**config.mk**
```make
export PLATFORM = sky130hd
export DESIGN_NAME = abs_execute
export DESIGN_NICKNAME = d
export VERILOG_FILES = /design/src/shared/abs_pkg.sv /design/src/verilog/abs_execute.sv
export SDC_FILE = /design/constraint.sdc
export NUM_CORES = 2
export LEC_CHECK = 0
export ABC_AREA = 1
export BUFFER_PORTS_ARGS = -buffer_cell sky130_fd_sc_hd__buf_2
export CAP_MARGIN = 20
export CORE_ASPECT_RATIO = 1.4
export CORE_UTILIZATION = 47
export CTS_CLUSTER_SIZE = 20
export DETAILED_ROUTE_END_ITERATION = 6
export GPL_ROUTABILITY_DRIVEN = 0
export SLEW_MARGIN = 20
export SYNTH_ARGS = -nofsm -noshare
export SYNTH_HDL_FRONTEND = slang
export SYNTH_SLANG_ARGS = --single-unit
```
**constraint.sdc**
```tcl
create_clock -name clk_in -period 5.1 [get_ports clk_in]
set_clock_uncertainty 0.1 [all_clocks]
set_input_delay 0.255 -clock clk_in [delete_from_list [all_inputs] [get_ports clk_in]]
set_output_delay 0.255 -clock clk_in [all_outputs]
set_load 0.02 [all_outputs]
```
**src/shared/abs_pkg.sv**
```systemverilog
// Shared constants, types and arithmetic for the add and bit-skip execute block
package abs_pkg;

  // ****************************************************************
  // Widths and sizes
  // ****************************************************************
  localparam int ABS_DATA_W = 8; // Accumulator and file register width
  localparam int ABS_ADDR_W = 7; // File register address width
  localparam int ABS_BIT_W = 3; // Bit index width
  localparam int ABS_FILE_DEPTH = 128; // Number of file registers

  // ****************************************************************
  // Timing
  // ****************************************************************
  localparam int ABS_TCY_OSC_PERIODS = 4; // Clock periods per instruction cycle
  localparam logic [1:0] ABS_PHASE_LAST = 2'(ABS_TCY_OSC_PERIODS - 1); // Phase that ends a cycle
  localparam logic [1:0] ABS_PHASE_RESET = 2'h0; // Phase after reset

  // ****************************************************************
  // Reset values and field positions
  // ****************************************************************
  localparam logic [7:0] ABS_ACC_RESET = 8'h00; // Accumulator after reset
  localparam logic [7:0] ABS_FILE_RESET = 8'h00; // Each file register after reset
  localparam int ABS_NIBBLE_W = 4; // Digit carry leaves this many low bits

  // ****************************************************************
  // Operations, states and carriers
  // ****************************************************************
  typedef enum logic [2:0]
  {
    OP_SUM_IMMEDIATE_INTO_ACCUMULATOR = 3'h0,
    OP_SUM_ACCUMULATOR_WITH_REGISTER = 3'h1,
    OP_MASK_ACCUMULATOR_BY_IMMEDIATE = 3'h2,
    OP_MASK_ACCUMULATOR_WITH_REGISTER = 3'h3,
    OP_CLEAR_SELECTED_BIT = 3'h4,
    OP_SET_SELECTED_BIT = 3'h5,
    OP_TEST_BIT_SKIP_WHEN_ONE = 3'h6,
    OP_TEST_BIT_SKIP_WHEN_ZERO = 3'h7
  } abs_op_t;

  typedef enum logic [1:0]
  {
    ST_EXEC = 2'b01, // Normal instruction cycle
    ST_NOP = 2'b10 // Cycle whose instruction is discarded
  } abs_state_t;

  typedef struct packed
  {
    abs_op_t op; // Operation
    logic dest; // 0 accumulator, 1 file register
    logic [ABS_ADDR_W-1:0] file_addr; // File register address
    logic [ABS_BIT_W-1:0] bit_sel; // Bit index
    logic [ABS_DATA_W-1:0] literal; // Immediate value
  } abs_instr_t;

  typedef struct packed
  {
    logic zero; // Result was zero
    logic nibble_overflow_bit; // Carry out of bit 3
    logic carry; // Carry out of bit 7
  } abs_flags_t;

  // Sum with carry and digit carry: {carry, digit, sum}
  function automatic logic [9:0] abs_add(input logic [7:0] a, input logic [7:0] b);
    logic [8:0] full;
    logic [4:0] low;
    full = {1'b0, a} + {1'b0, b};
    low = {1'b0, a[ABS_NIBBLE_W-1:0]} + {1'b0, b[ABS_NIBBLE_W-1:0]};
    return {full[8], low[ABS_NIBBLE_W], full[7:0]};
  endfunction

endpackage

```
**src/verilog/abs_execute.sv**
```systemverilog
// Execute unit for add, mask, bit set/clear and bit-test-skip instructions
//
// Overview of operation
// RULE1: Immediate add into accumulator, flags C DC Z
// RULE2: Accumulator plus file register, flags C DC Z
// RULE3: Register ops: dest 0 accumulator, 1 file
// RULE4: Immediate mask into accumulator, zero flag only
// RULE5: Register mask, routed by dest, zero only
// RULE6: Clear selected file bit, flags untouched
// RULE7: Set selected file bit, flags untouched
// RULE8: Skip next instruction when tested bit one
// RULE9: Skip next instruction when tested bit zero
// RULE10: Instruction cycle is four clocks; skip adds NOP
// RULE11: Digit carry from bit 3; zero on zero result
`timescale 1ns/100ps
module abs_execute
  import abs_pkg::*;
(
  input wire logic clk_in,
  input wire logic rst_n_in,
  input wire logic instr_valid_in,
  input wire abs_instr_t instr_in,
  input wire logic load_en_in,
  input wire logic [ABS_ADDR_W-1:0] load_addr_in,
  input wire logic [ABS_DATA_W-1:0] load_data_in,
  input wire logic [ABS_ADDR_W-1:0] peek_addr_in,
  output logic [ABS_DATA_W-1:0] accumulator_out,
  output abs_flags_t flags_out,
  output logic [ABS_DATA_W-1:0] peek_data_out,
  output logic cycle_end_out,
  output logic retired_out,
  output logic discarded_out,
  output logic nop_cycle_out
);

  // ****************************************************************
  // State
  // ****************************************************************
  logic [ABS_DATA_W-1:0] file_mem [ABS_FILE_DEPTH]; // File registers
  logic [1:0] phase_q, phase_d; // Clock phase within instruction cycle
  logic tcy_en; // Last phase of instruction cycle
  abs_state_t state_q, state_d; // Execute or discard
  logic [ABS_DATA_W-1:0] acc_q, acc_d; // Accumulator
  abs_flags_t flags_q, flags_d; // Status flags
  logic [ABS_DATA_W-1:0] peek_q; // Registered peek read
  logic cycle_end_q; // Cycle boundary pulse
  logic retired_q, retired_d; // Instruction executed pulse
  logic discarded_q, discarded_d; // Instruction discarded pulse
  logic nop_q; // Current cycle is a skip NOP
  logic wr_en; // File write strobe
  logic [ABS_ADDR_W-1:0] wr_addr; // File write address
  logic [ABS_DATA_W-1:0] wr_data; // File write data
  logic [ABS_DATA_W-1:0] file_val; // Addressed file register
  logic [9:0] add_res; // Adder output {C, DC, sum}
  logic [ABS_DATA_W-1:0] result; // Result of a register op
  logic bit_val; // Tested bit

  // ****************************************************************
  // Instruction cycle divider
  // ****************************************************************
  // Phase counter wraps after the last phase
  always_comb
  begin
    tcy_en = (phase_q == ABS_PHASE_LAST); // [RULE10]
    if (tcy_en)
    begin
      phase_d = ABS_PHASE_RESET;
    end
    else
    begin
      phase_d = phase_q + 2'h1;
    end
  end

  // Phase register
  always_ff @(posedge clk_in)
  begin
    if (!rst_n_in)
    begin
      phase_q <= ABS_PHASE_RESET;
      cycle_end_q <= 1'b0;
    end
    else
    begin
      phase_q <= phase_d;
      cycle_end_q <= tcy_en;
    end
  end

  // ****************************************************************
  // Execute
  // ****************************************************************
  // Next accumulator, flags, file write and skip state
  always_comb
  begin
    file_val = file_mem[instr_in.file_addr];
    bit_val = file_val[instr_in.bit_sel];
    add_res = abs_add(acc_q, file_val);
    result = file_val;
    acc_d = acc_q;
    flags_d = flags_q;
    state_d = state_q;
    retired_d = 1'b0;
    discarded_d = 1'b0;
    wr_en = load_en_in;
    wr_addr = load_addr_in;
    wr_data = load_data_in;
    if (tcy_en && (state_q == ST_NOP))
    begin
      // Skipped slot runs as a NOP
      discarded_d = instr_valid_in; // [RULE8] [RULE9]
      state_d = ST_EXEC; // [RULE10]
    end
    else if (tcy_en && instr_valid_in)
    begin
      retired_d = 1'b1;
      case (instr_in.op)
        OP_SUM_IMMEDIATE_INTO_ACCUMULATOR:
        begin
          add_res = abs_add(acc_q, instr_in.literal);
          acc_d = add_res[7:0]; // [RULE1]
          flags_d.carry = add_res[9];
          flags_d.nibble_overflow_bit = add_res[8]; // [RULE11]
          flags_d.zero = (add_res[7:0] == 8'h00); // [RULE11]
        end
        OP_SUM_ACCUMULATOR_WITH_REGISTER:
        begin
          result = add_res[7:0]; // [RULE2]
          flags_d.carry = add_res[9];
          flags_d.nibble_overflow_bit = add_res[8]; // [RULE11]
          flags_d.zero = (add_res[7:0] == 8'h00); // [RULE11]
        end
        OP_MASK_ACCUMULATOR_BY_IMMEDIATE:
        begin
          acc_d = acc_q & instr_in.literal; // [RULE4]
          flags_d.zero = ((acc_q & instr_in.literal) == 8'h00); // [RULE4]
        end
        OP_MASK_ACCUMULATOR_WITH_REGISTER:
        begin
          result = acc_q & file_val; // [RULE5]
          flags_d.zero = ((acc_q & file_val) == 8'h00); // [RULE5]
        end
        OP_CLEAR_SELECTED_BIT:
        begin
          wr_data = file_val & ~(8'h01 << instr_in.bit_sel); // [RULE6]
          wr_addr = instr_in.file_addr;
          wr_en = 1'b1;
        end
        OP_SET_SELECTED_BIT:
        begin
          wr_data = file_val | (8'h01 << instr_in.bit_sel); // [RULE7]
          wr_addr = instr_in.file_addr;
          wr_en = 1'b1;
        end
        OP_TEST_BIT_SKIP_WHEN_ONE:
        begin
          if (bit_val)
          begin
            state_d = ST_NOP; // [RULE8]
          end
        end
        OP_TEST_BIT_SKIP_WHEN_ZERO:
        begin
          if (!bit_val)
          begin
            state_d = ST_NOP; // [RULE9]
          end
        end
        default:
        begin
          retired_d = 1'b0;
        end
      endcase
      // Register ops route their result by the destination bit
      if ((instr_in.op == OP_SUM_ACCUMULATOR_WITH_REGISTER) ||
          (instr_in.op == OP_MASK_ACCUMULATOR_WITH_REGISTER))
      begin
        if (instr_in.dest)
        begin
          wr_en = 1'b1; // [RULE3]
          wr_addr = instr_in.file_addr;
          wr_data = result;
        end
        else
        begin
          acc_d = result; // [RULE3]
        end
      end
    end
  end

  // Execute registers
  always_ff @(posedge clk_in)
  begin
    if (!rst_n_in)
    begin
      state_q <= ST_EXEC;
      acc_q <= ABS_ACC_RESET;
      flags_q <= '0;
      retired_q <= 1'b0;
      discarded_q <= 1'b0;
      nop_q <= 1'b0;
    end
    else
    begin
      state_q <= state_d;
      acc_q <= acc_d;
      flags_q <= flags_d;
      retired_q <= retired_d;
      discarded_q <= discarded_d;
      nop_q <= (state_d == ST_NOP);
    end
  end

  // File registers; instruction write beats a load in the same clock
  always_ff @(posedge clk_in)
  begin
    if (!rst_n_in)
    begin
      for (int i = 0; i < ABS_FILE_DEPTH; i++)
      begin
        file_mem[i] <= ABS_FILE_RESET;
      end
      peek_q <= ABS_FILE_RESET;
    end
    else
    begin
      if (wr_en)
      begin
        file_mem[wr_addr] <= wr_data;
      end
      peek_q <= file_mem[peek_addr_in];
    end
  end

  // ****************************************************************
  // Outputs
  // ****************************************************************
  assign accumulator_out = acc_q;
  assign flags_out = flags_q;
  assign peek_data_out = peek_q;
  assign cycle_end_out = cycle_end_q;
  assign retired_out = retired_q;
  assign discarded_out = discarded_q;
  assign nop_cycle_out = nop_q;

  // ****************************************************************
  // Assertions
  // ****************************************************************
  logic go; // Instruction executes this clock
  assign go = tcy_en && (state_q == ST_EXEC) && instr_valid_in;

  sum_immediate_acc_a: assert property (@(posedge clk_in) disable iff (!rst_n_in) // [RULE1]
    go && (instr_in.op == OP_SUM_IMMEDIATE_INTO_ACCUMULATOR)
    |=> acc_q == 8'($past(acc_q) + $past(instr_in.literal)))
    else $error("immediate sum wrong");

  sum_register_zero_a: assert property (@(posedge clk_in) disable iff (!rst_n_in) // [RULE2]
    go && (instr_in.op == OP_SUM_ACCUMULATOR_WITH_REGISTER)
    |=> flags_q.zero == (8'($past(acc_q) + $past(file_val)) == 8'h00))
    else $error("register sum zero flag wrong");

  dest_file_keeps_a: assert property (@(posedge clk_in) disable iff (!rst_n_in) // [RULE3]
    go && instr_in.dest && (instr_in.op == OP_MASK_ACCUMULATOR_WITH_REGISTER)
    |=> $stable(acc_q) && (file_mem[$past(instr_in.file_addr)] == ($past(acc_q) & $past(file_val))))
    else $error("file destination result wrong");

  mask_immediate_carry_a: assert property (@(posedge clk_in) disable iff (!rst_n_in) // [RULE4]
    go && (instr_in.op == OP_MASK_ACCUMULATOR_BY_IMMEDIATE)
    |=> $stable(flags_q.carry) && $stable(flags_q.nibble_overflow_bit)
        && acc_q == ($past(acc_q) & $past(instr_in.literal)))
    else $error("immediate mask wrong");

  mask_register_acc_a: assert property (@(posedge clk_in) disable iff (!rst_n_in) // [RULE5]
    go && !instr_in.dest && (instr_in.op == OP_MASK_ACCUMULATOR_WITH_REGISTER)
    |=> acc_q == ($past(acc_q) & $past(file_val)) && $stable(flags_q.carry))
    else $error("register mask wrong");

  clear_bit_flags_a: assert property (@(posedge clk_in) disable iff (!rst_n_in) // [RULE6]
    go && (instr_in.op == OP_CLEAR_SELECTED_BIT)
    |=> $stable(flags_q) && $stable(acc_q))
    else $error("bit clear touched flags");

  set_bit_flags_a: assert property (@(posedge clk_in) disable iff (!rst_n_in) // [RULE7]
    go && (instr_in.op == OP_SET_SELECTED_BIT)
    |=> $stable(flags_q) && $stable(acc_q))
    else $error("bit set touched flags");

  skip_when_one_a: assert property (@(posedge clk_in) disable iff (!rst_n_in) // [RULE8]
    go && (instr_in.op == OP_TEST_BIT_SKIP_WHEN_ONE)
    |=> (nop_q == $past(bit_val)) ##4 (!nop_q || !$past(bit_val, 5)))
    else $error("skip when one wrong");

  skip_when_zero_a: assert property (@(posedge clk_in) disable iff (!rst_n_in) // [RULE9]
    go && (instr_in.op == OP_TEST_BIT_SKIP_WHEN_ZERO)
    |=> (nop_q == !$past(bit_val)) ##4 (!nop_q || $past(bit_val, 5)))
    else $error("skip when zero wrong");

  cycle_four_clocks_a: assert property (@(posedge clk_in) disable iff (!rst_n_in) // [RULE10]
    tcy_en |=> !tcy_en [*3] ##1 tcy_en)
    else $error("instruction cycle not four clocks");

  digit_carry_a: assert property (@(posedge clk_in) disable iff (!rst_n_in) // [RULE11]
    go && (instr_in.op == OP_SUM_IMMEDIATE_INTO_ACCUMULATOR)
    |=> flags_q.nibble_overflow_bit ==
        (({1'b0, $past(acc_q[3:0])} + {1'b0, $past(instr_in.literal[3:0])}) > 5'h0f))
    else $error("digit carry wrong");

endmodule
```
## Word level (Yosys, flattened, before mapping)

Memory sizes are Yosys's and may differ from the RTL's. A register that Yosys moved wholly into a read port is not among the register bits.
Cells that the tools add are included.

| storage, ports and cells | value |
|---|---|
| bits in registers | 19 |
| RAM bits | 1024 |
| input bits | 48 |
| output and inout bits | 23 |
| logic and storage cells | 90 |
| memories kept | 1 |

| operators by class | value |
|---|---|
| $add $sub $neg | 5 |
| $lt $le $gt $ge | 1 |
| equal/unequal tests | 10 |
| shifts and indexed selects | 1 |
| muxes and demuxes | 36 |
| bitwise logic cells | 7 |
| reductions and logical operators | 19 |

Memory list:

| memory | depth | bits a word | rd ports | clocked after Yosys merged registers in | wr ports | line | source |
|---|---|---|---|---|---|---|---|
| file_mem | 128 | 8 | 2 | 1 | 128 | abs_execute.sv:39 | `logic [ABS_DATA_W-1:0] file_mem [ABS_FILE_DEPTH];` |

Operator list:

| kind | number |
|---|---|
| $mux 8 | 7 |
| $pmux 8 s2 | 3 |
| $mux 7 | 6 |
| $logic_not 8->1 | 4 |
| $and 8x8->8 | 3 |
| $add 8x8->9 | 2 |
| $eq 3x3->1 const B | 4 |
| $mux 1 | 12 |
| $add 4x4->5 | 2 |
| $mux 2 | 4 |
| $not 8->8 | 1 |
| $or 8x8->8 | 1 |
| $pmux 2 s2 | 2 |
| $reduce_or 8->1 | 1 |
| $shl 1x3->8 const A | 1 |
| $eq 2x2->1 const B | 3 |
| $eq 3x2->1 const B | 2 |
| $reduce_and 3->1 | 2 |
| $reduce_or 2->1 | 3 |
| $lt 3x4->1 const B | 1 |
| $pmux 1 s4 | 1 |
| $reduce_and 2->1 | 2 |
| $reduce_bool 4->1 | 1 |
| $bmux 1 s3 | 1 |
| 8 further kinds | 10 |

## Depth between registers and ports, before layout

| depth | value |
|---|---|
| depth after elaboration | 12 |
| gate-level depth with buffers | 32 |
| gate-level depth less buffers | 27 |

## Worst setup path before layout

Ideal clock, no wire load.

| path | value |
|---|---|
| path kind | input port to flip-flop |
| from | in instr_in[11] in the netlist's numbering |
| to | mem file_mem[17][6], data pin |
| setup time | 0.265 ns |
| data arrival time | 4.000 ns |
| data required time | 4.735 ns |
| path slack | 0.735 ns |
| stages | 27 |
| path buffers | 5 |
| cell sequence | buf_2 > inv_2 > clkbuf_1 > clkbuf_1 > nand2_1 > nand3_1 > nand3_1 > nand3_1 > nand2_1 > o21ai_0 > nand2_1 > nand3_1 > and2_1 > ha_1 > inv_1 > fa_1 > o221ai_1 > nand2_1 > a22oi_1 > xnor2_1 > o22ai_1 > nand2_1 > nand4_1 > o21ai_0 > clkbuf_1 > buf_1 > nor2_1 |

RTL lines:

| element | line | source |
|---|---|---|
| from (decl) | abs_execute.sv:22 | `input wire abs_instr_t instr_in,` |
| to (decl) | abs_execute.sv:39 |  |

==> impl_metrics.toml <==
[run_status]
outcome = "finished, violations left"
violations = "DRC"

[worst_setup_path]
slowest_stage = "edfxtp_1"
slowest_delay_ps = 400
worstRegToRegCells = 28
rrSetupSlack_ps = 190
crit_path_start_kind = "flop"
cp_common_cell = "nand2_1"
r2r_end = "file_mem[40][7]"
startpoint = "file_mem[47][2]"
crit_path_end_kind = "flop"
reg2reg_from = "file_mem[47][2]"
path_max_fanout = 44
crit_type = "flop to flop"
endpoint = "file_mem[40][7]"
cp.arrival_ps = 5270
worst-endpoint-required_ps = 5470

[detailed_routing]
drt-met1-wl_um = 82230
drtIter0Drc = 7840
vias_per_cell = 6.490
drcViolationCount = 2
routed_wl_um = 237800
vias = 56335
wl_met3_um = 27200
detail_route.first_pass.iterations = 7
wl_met2_um = 110100
routedWlPerCell_um = 27.40
ant_nets = 0
routed.top_layer = "met5"

[grt]
grt_use_total = 0.3713
grt-ovfl-total = 0
grt_pass1_wl_um = 346900
grt_start_max_net_pins = 135
grt_pass1_vias = 52950
antenna_found_initial = 2

[clocking]
clk_latency_ps = 760
cts.repair.resized = 0
root_buffer = "clkbuf_16"
cts_sinks = 1051
h-tree-depth = 3
clk_pin_slew_ps = 60
cts_buffer_depth = 3
cts_setup_buffers = 0
cts_tree = "done"
numCtsBuffers = 105

[yosys]
syn-num-nets = 7185
yosys.area_share.xor_xnor = 0.001646
async_flop_share = 0
synthSimpleGateAreaFrac = 0.2731
synth_edf_count = 1024
synthAdderAreaFrac = 0.004959
synthCells = 7115
synth-compound-area-share = 0.1385
synth_area_per_cell_um2 = 8.227
synth_top_family_by_area = "simple AND/OR/NAND/NOR gates"
synth_cell_types = 50
yosysWarnings = 0
muxShareOfSynthArea = 0
ys_ff_latch = 1051
synth-main-ff-cell = "edfxtp_1"
syn_area_um2 = 58540
ys_seq_area_frac = 0.5345

[timing]
setup_ws_ps = 194.8
worst-slew-pin-transition_ps = 1122
drv_slew = 0
fin_crit_ps = 4905
finalSetupViolCount = 0
grt_setup_unrepaired = "no"
slew_headroom = 0.2426
tns_ps = 0
post-route-period-util = 0.9618
hold_viol = 0
max_freq_ghz = 0.2039

[placed_design]
placedCellCount = 8472
dp_hpwl_um = 154000
io_buffers = 70
dp_worst_setup_slack_ps = -86.35

[cells_and_area]
nets = 7042
final_core_util = 0.5333
finalNonFillerCells = 8680
drive_above_1_share = 0.09235
area_growth_pct = 12.11

[floorplan]
io_pins = 71
die_w_um = 300.3
core_area_um2 = 123000
core.rowCount = 152
die_height_um = 419.6
start_util = 0.4757
die_area_um2 = 126000

[worst_hold_path]
min_path_type = "input pin to flop"

[pwr]
ir_drop_mv = 0.3542
power_density_nw_per_um2 = 320.5
leakage_uw = 0.02452

[run]
max-cap-violations = 0
## cells in the mapped netlist, drive strengths merged (12+ instances only)
master | number | area share
a21oi | 417 | 0.036
nand3 | 981 | 0.085
a31oi | 14 | 0.0015
nand2 | 1486 | 0.097
o221ai | 56 | 0.0084
inv | 79 | 0.0051
edfxtp | 1024 | 0.53
nor2 | 1346 | 0.087
ha | 20 | 0.0043
o21ai | 685 | 0.059
o211ai | 12 | 0.0015
clkbuf | 485 | 0.031
buf | 145 | 0.011
dfxtp | 27 | 0.0092
nor3 | 13 | 0.0028
o22ai | 263 | 0.028
## critical path: cells and delay by family, from the launching register on
kind / cells / cell delay [ps]
and+or+nand+nor: 17 / 2050
AOI/OAI and AO/OA: 5 / 850
adders and majority gates: 1 / 320
buffers and inverters: 4 / 630
DFF: 1 / 400
xor gates and xnor gates: 1 / 220
## through the flow
step	total power, uW	instance area, um2	hold slack (ps)
2_1_floorplan	11640	58540	273.8
3_3_place_gp	12920	61990	315.5
3_5_place_dp	12950	61990	320.6
4_1_cts	20920	65600	9.618
5_1_grt	21510	65620	80.72
6_report	21030	65620	52.83
## placed cells by master (no fill, tap or decap), drive strengths merged, types with 8 or more instances in the layout
cell,instances
nor2,1346
clkinv,43
bufinv,12
nor3,13
ha,20
o22ai,263
clkinvlp,9
o21ai,685
clkbuf,129
edfxtp,1024
o211ai,12
buf,369
inv,87
a221oi,8
a21oi,417
dlygate4sd3,10
o32ai,8
a31oi,14
nand3,981
o221ai,56
dfxtp,27
nand2,1486
xor2,8
## flip-flops by register name, indices dropped and copies added (netlist names)
signal and flops:
file_mem 1024, accumulator_out 8, peek_data_out 8, flags_out 3
phase_q 2, state_q 2, cycle_end_out 1, discarded_out 1
nop_cycle_out 1, retired_out 1
## layout make-up
type	count	area (um2)
sequential	1051	31290
timing repair buffer	380	3834
antenna	3	7.507
multi-input combinational	5350	24600
clock buffer	128	2836
clock inverter	67	675.6
fill	11206	57430
inverter	84	352.8
tap	1617	2023
## kinds of logic (layout without fill, tap and decap cells)
kind of cell / count (synthesis) / in the layout
fa+ha+maj: 22 / 22
simple gates: 3837 / 3837
other cells: 0 / 3
buf+inv: 714 / 659
compound gates: 1480 / 1480
xor+xnor: 11 / 11
flops: 1051 / 1051
## how the worst min path moves through the flow
stage	endpoint	cells past startpoint	slack (ps)	start
after floorplan	discarded_out	2	270	instr_valid_in
after global placement	phase_q[0]	1	320	phase_q[0]
after detailed placement	phase_q[0]	1	320	phase_q[0]
after CTS	peek_data_out[4]	3	10	peek_addr_in[6]
after global routing	peek_data_out[4]	3	80	peek_addr_in[6]
final	accumulator_out[5]	6	50	instr_in[5]
## metal layers
metal,GRT usage,vias up
li1,-,24565
met1,0.4515,26887
met2,0.5934,4035
met3,0.07207,844
met4,0.2584,4
met5,0,-
## power by group
group          leakage, uW  switching [uW]  internal [uW]
logic               0.0119            2220            780
registers           0.0109             166           9740
clock network      0.00171            3570           4570
## repair_timing
| item | 4_1_cts | 5_1_grt |
|---|---|---|
| endpoints found under the hold margin | 16 | 0 |
| hold buffers | 10 | 0 |
| setup endpoints to repair | 0 | 0 |
(Power assumes the default switching activity.)
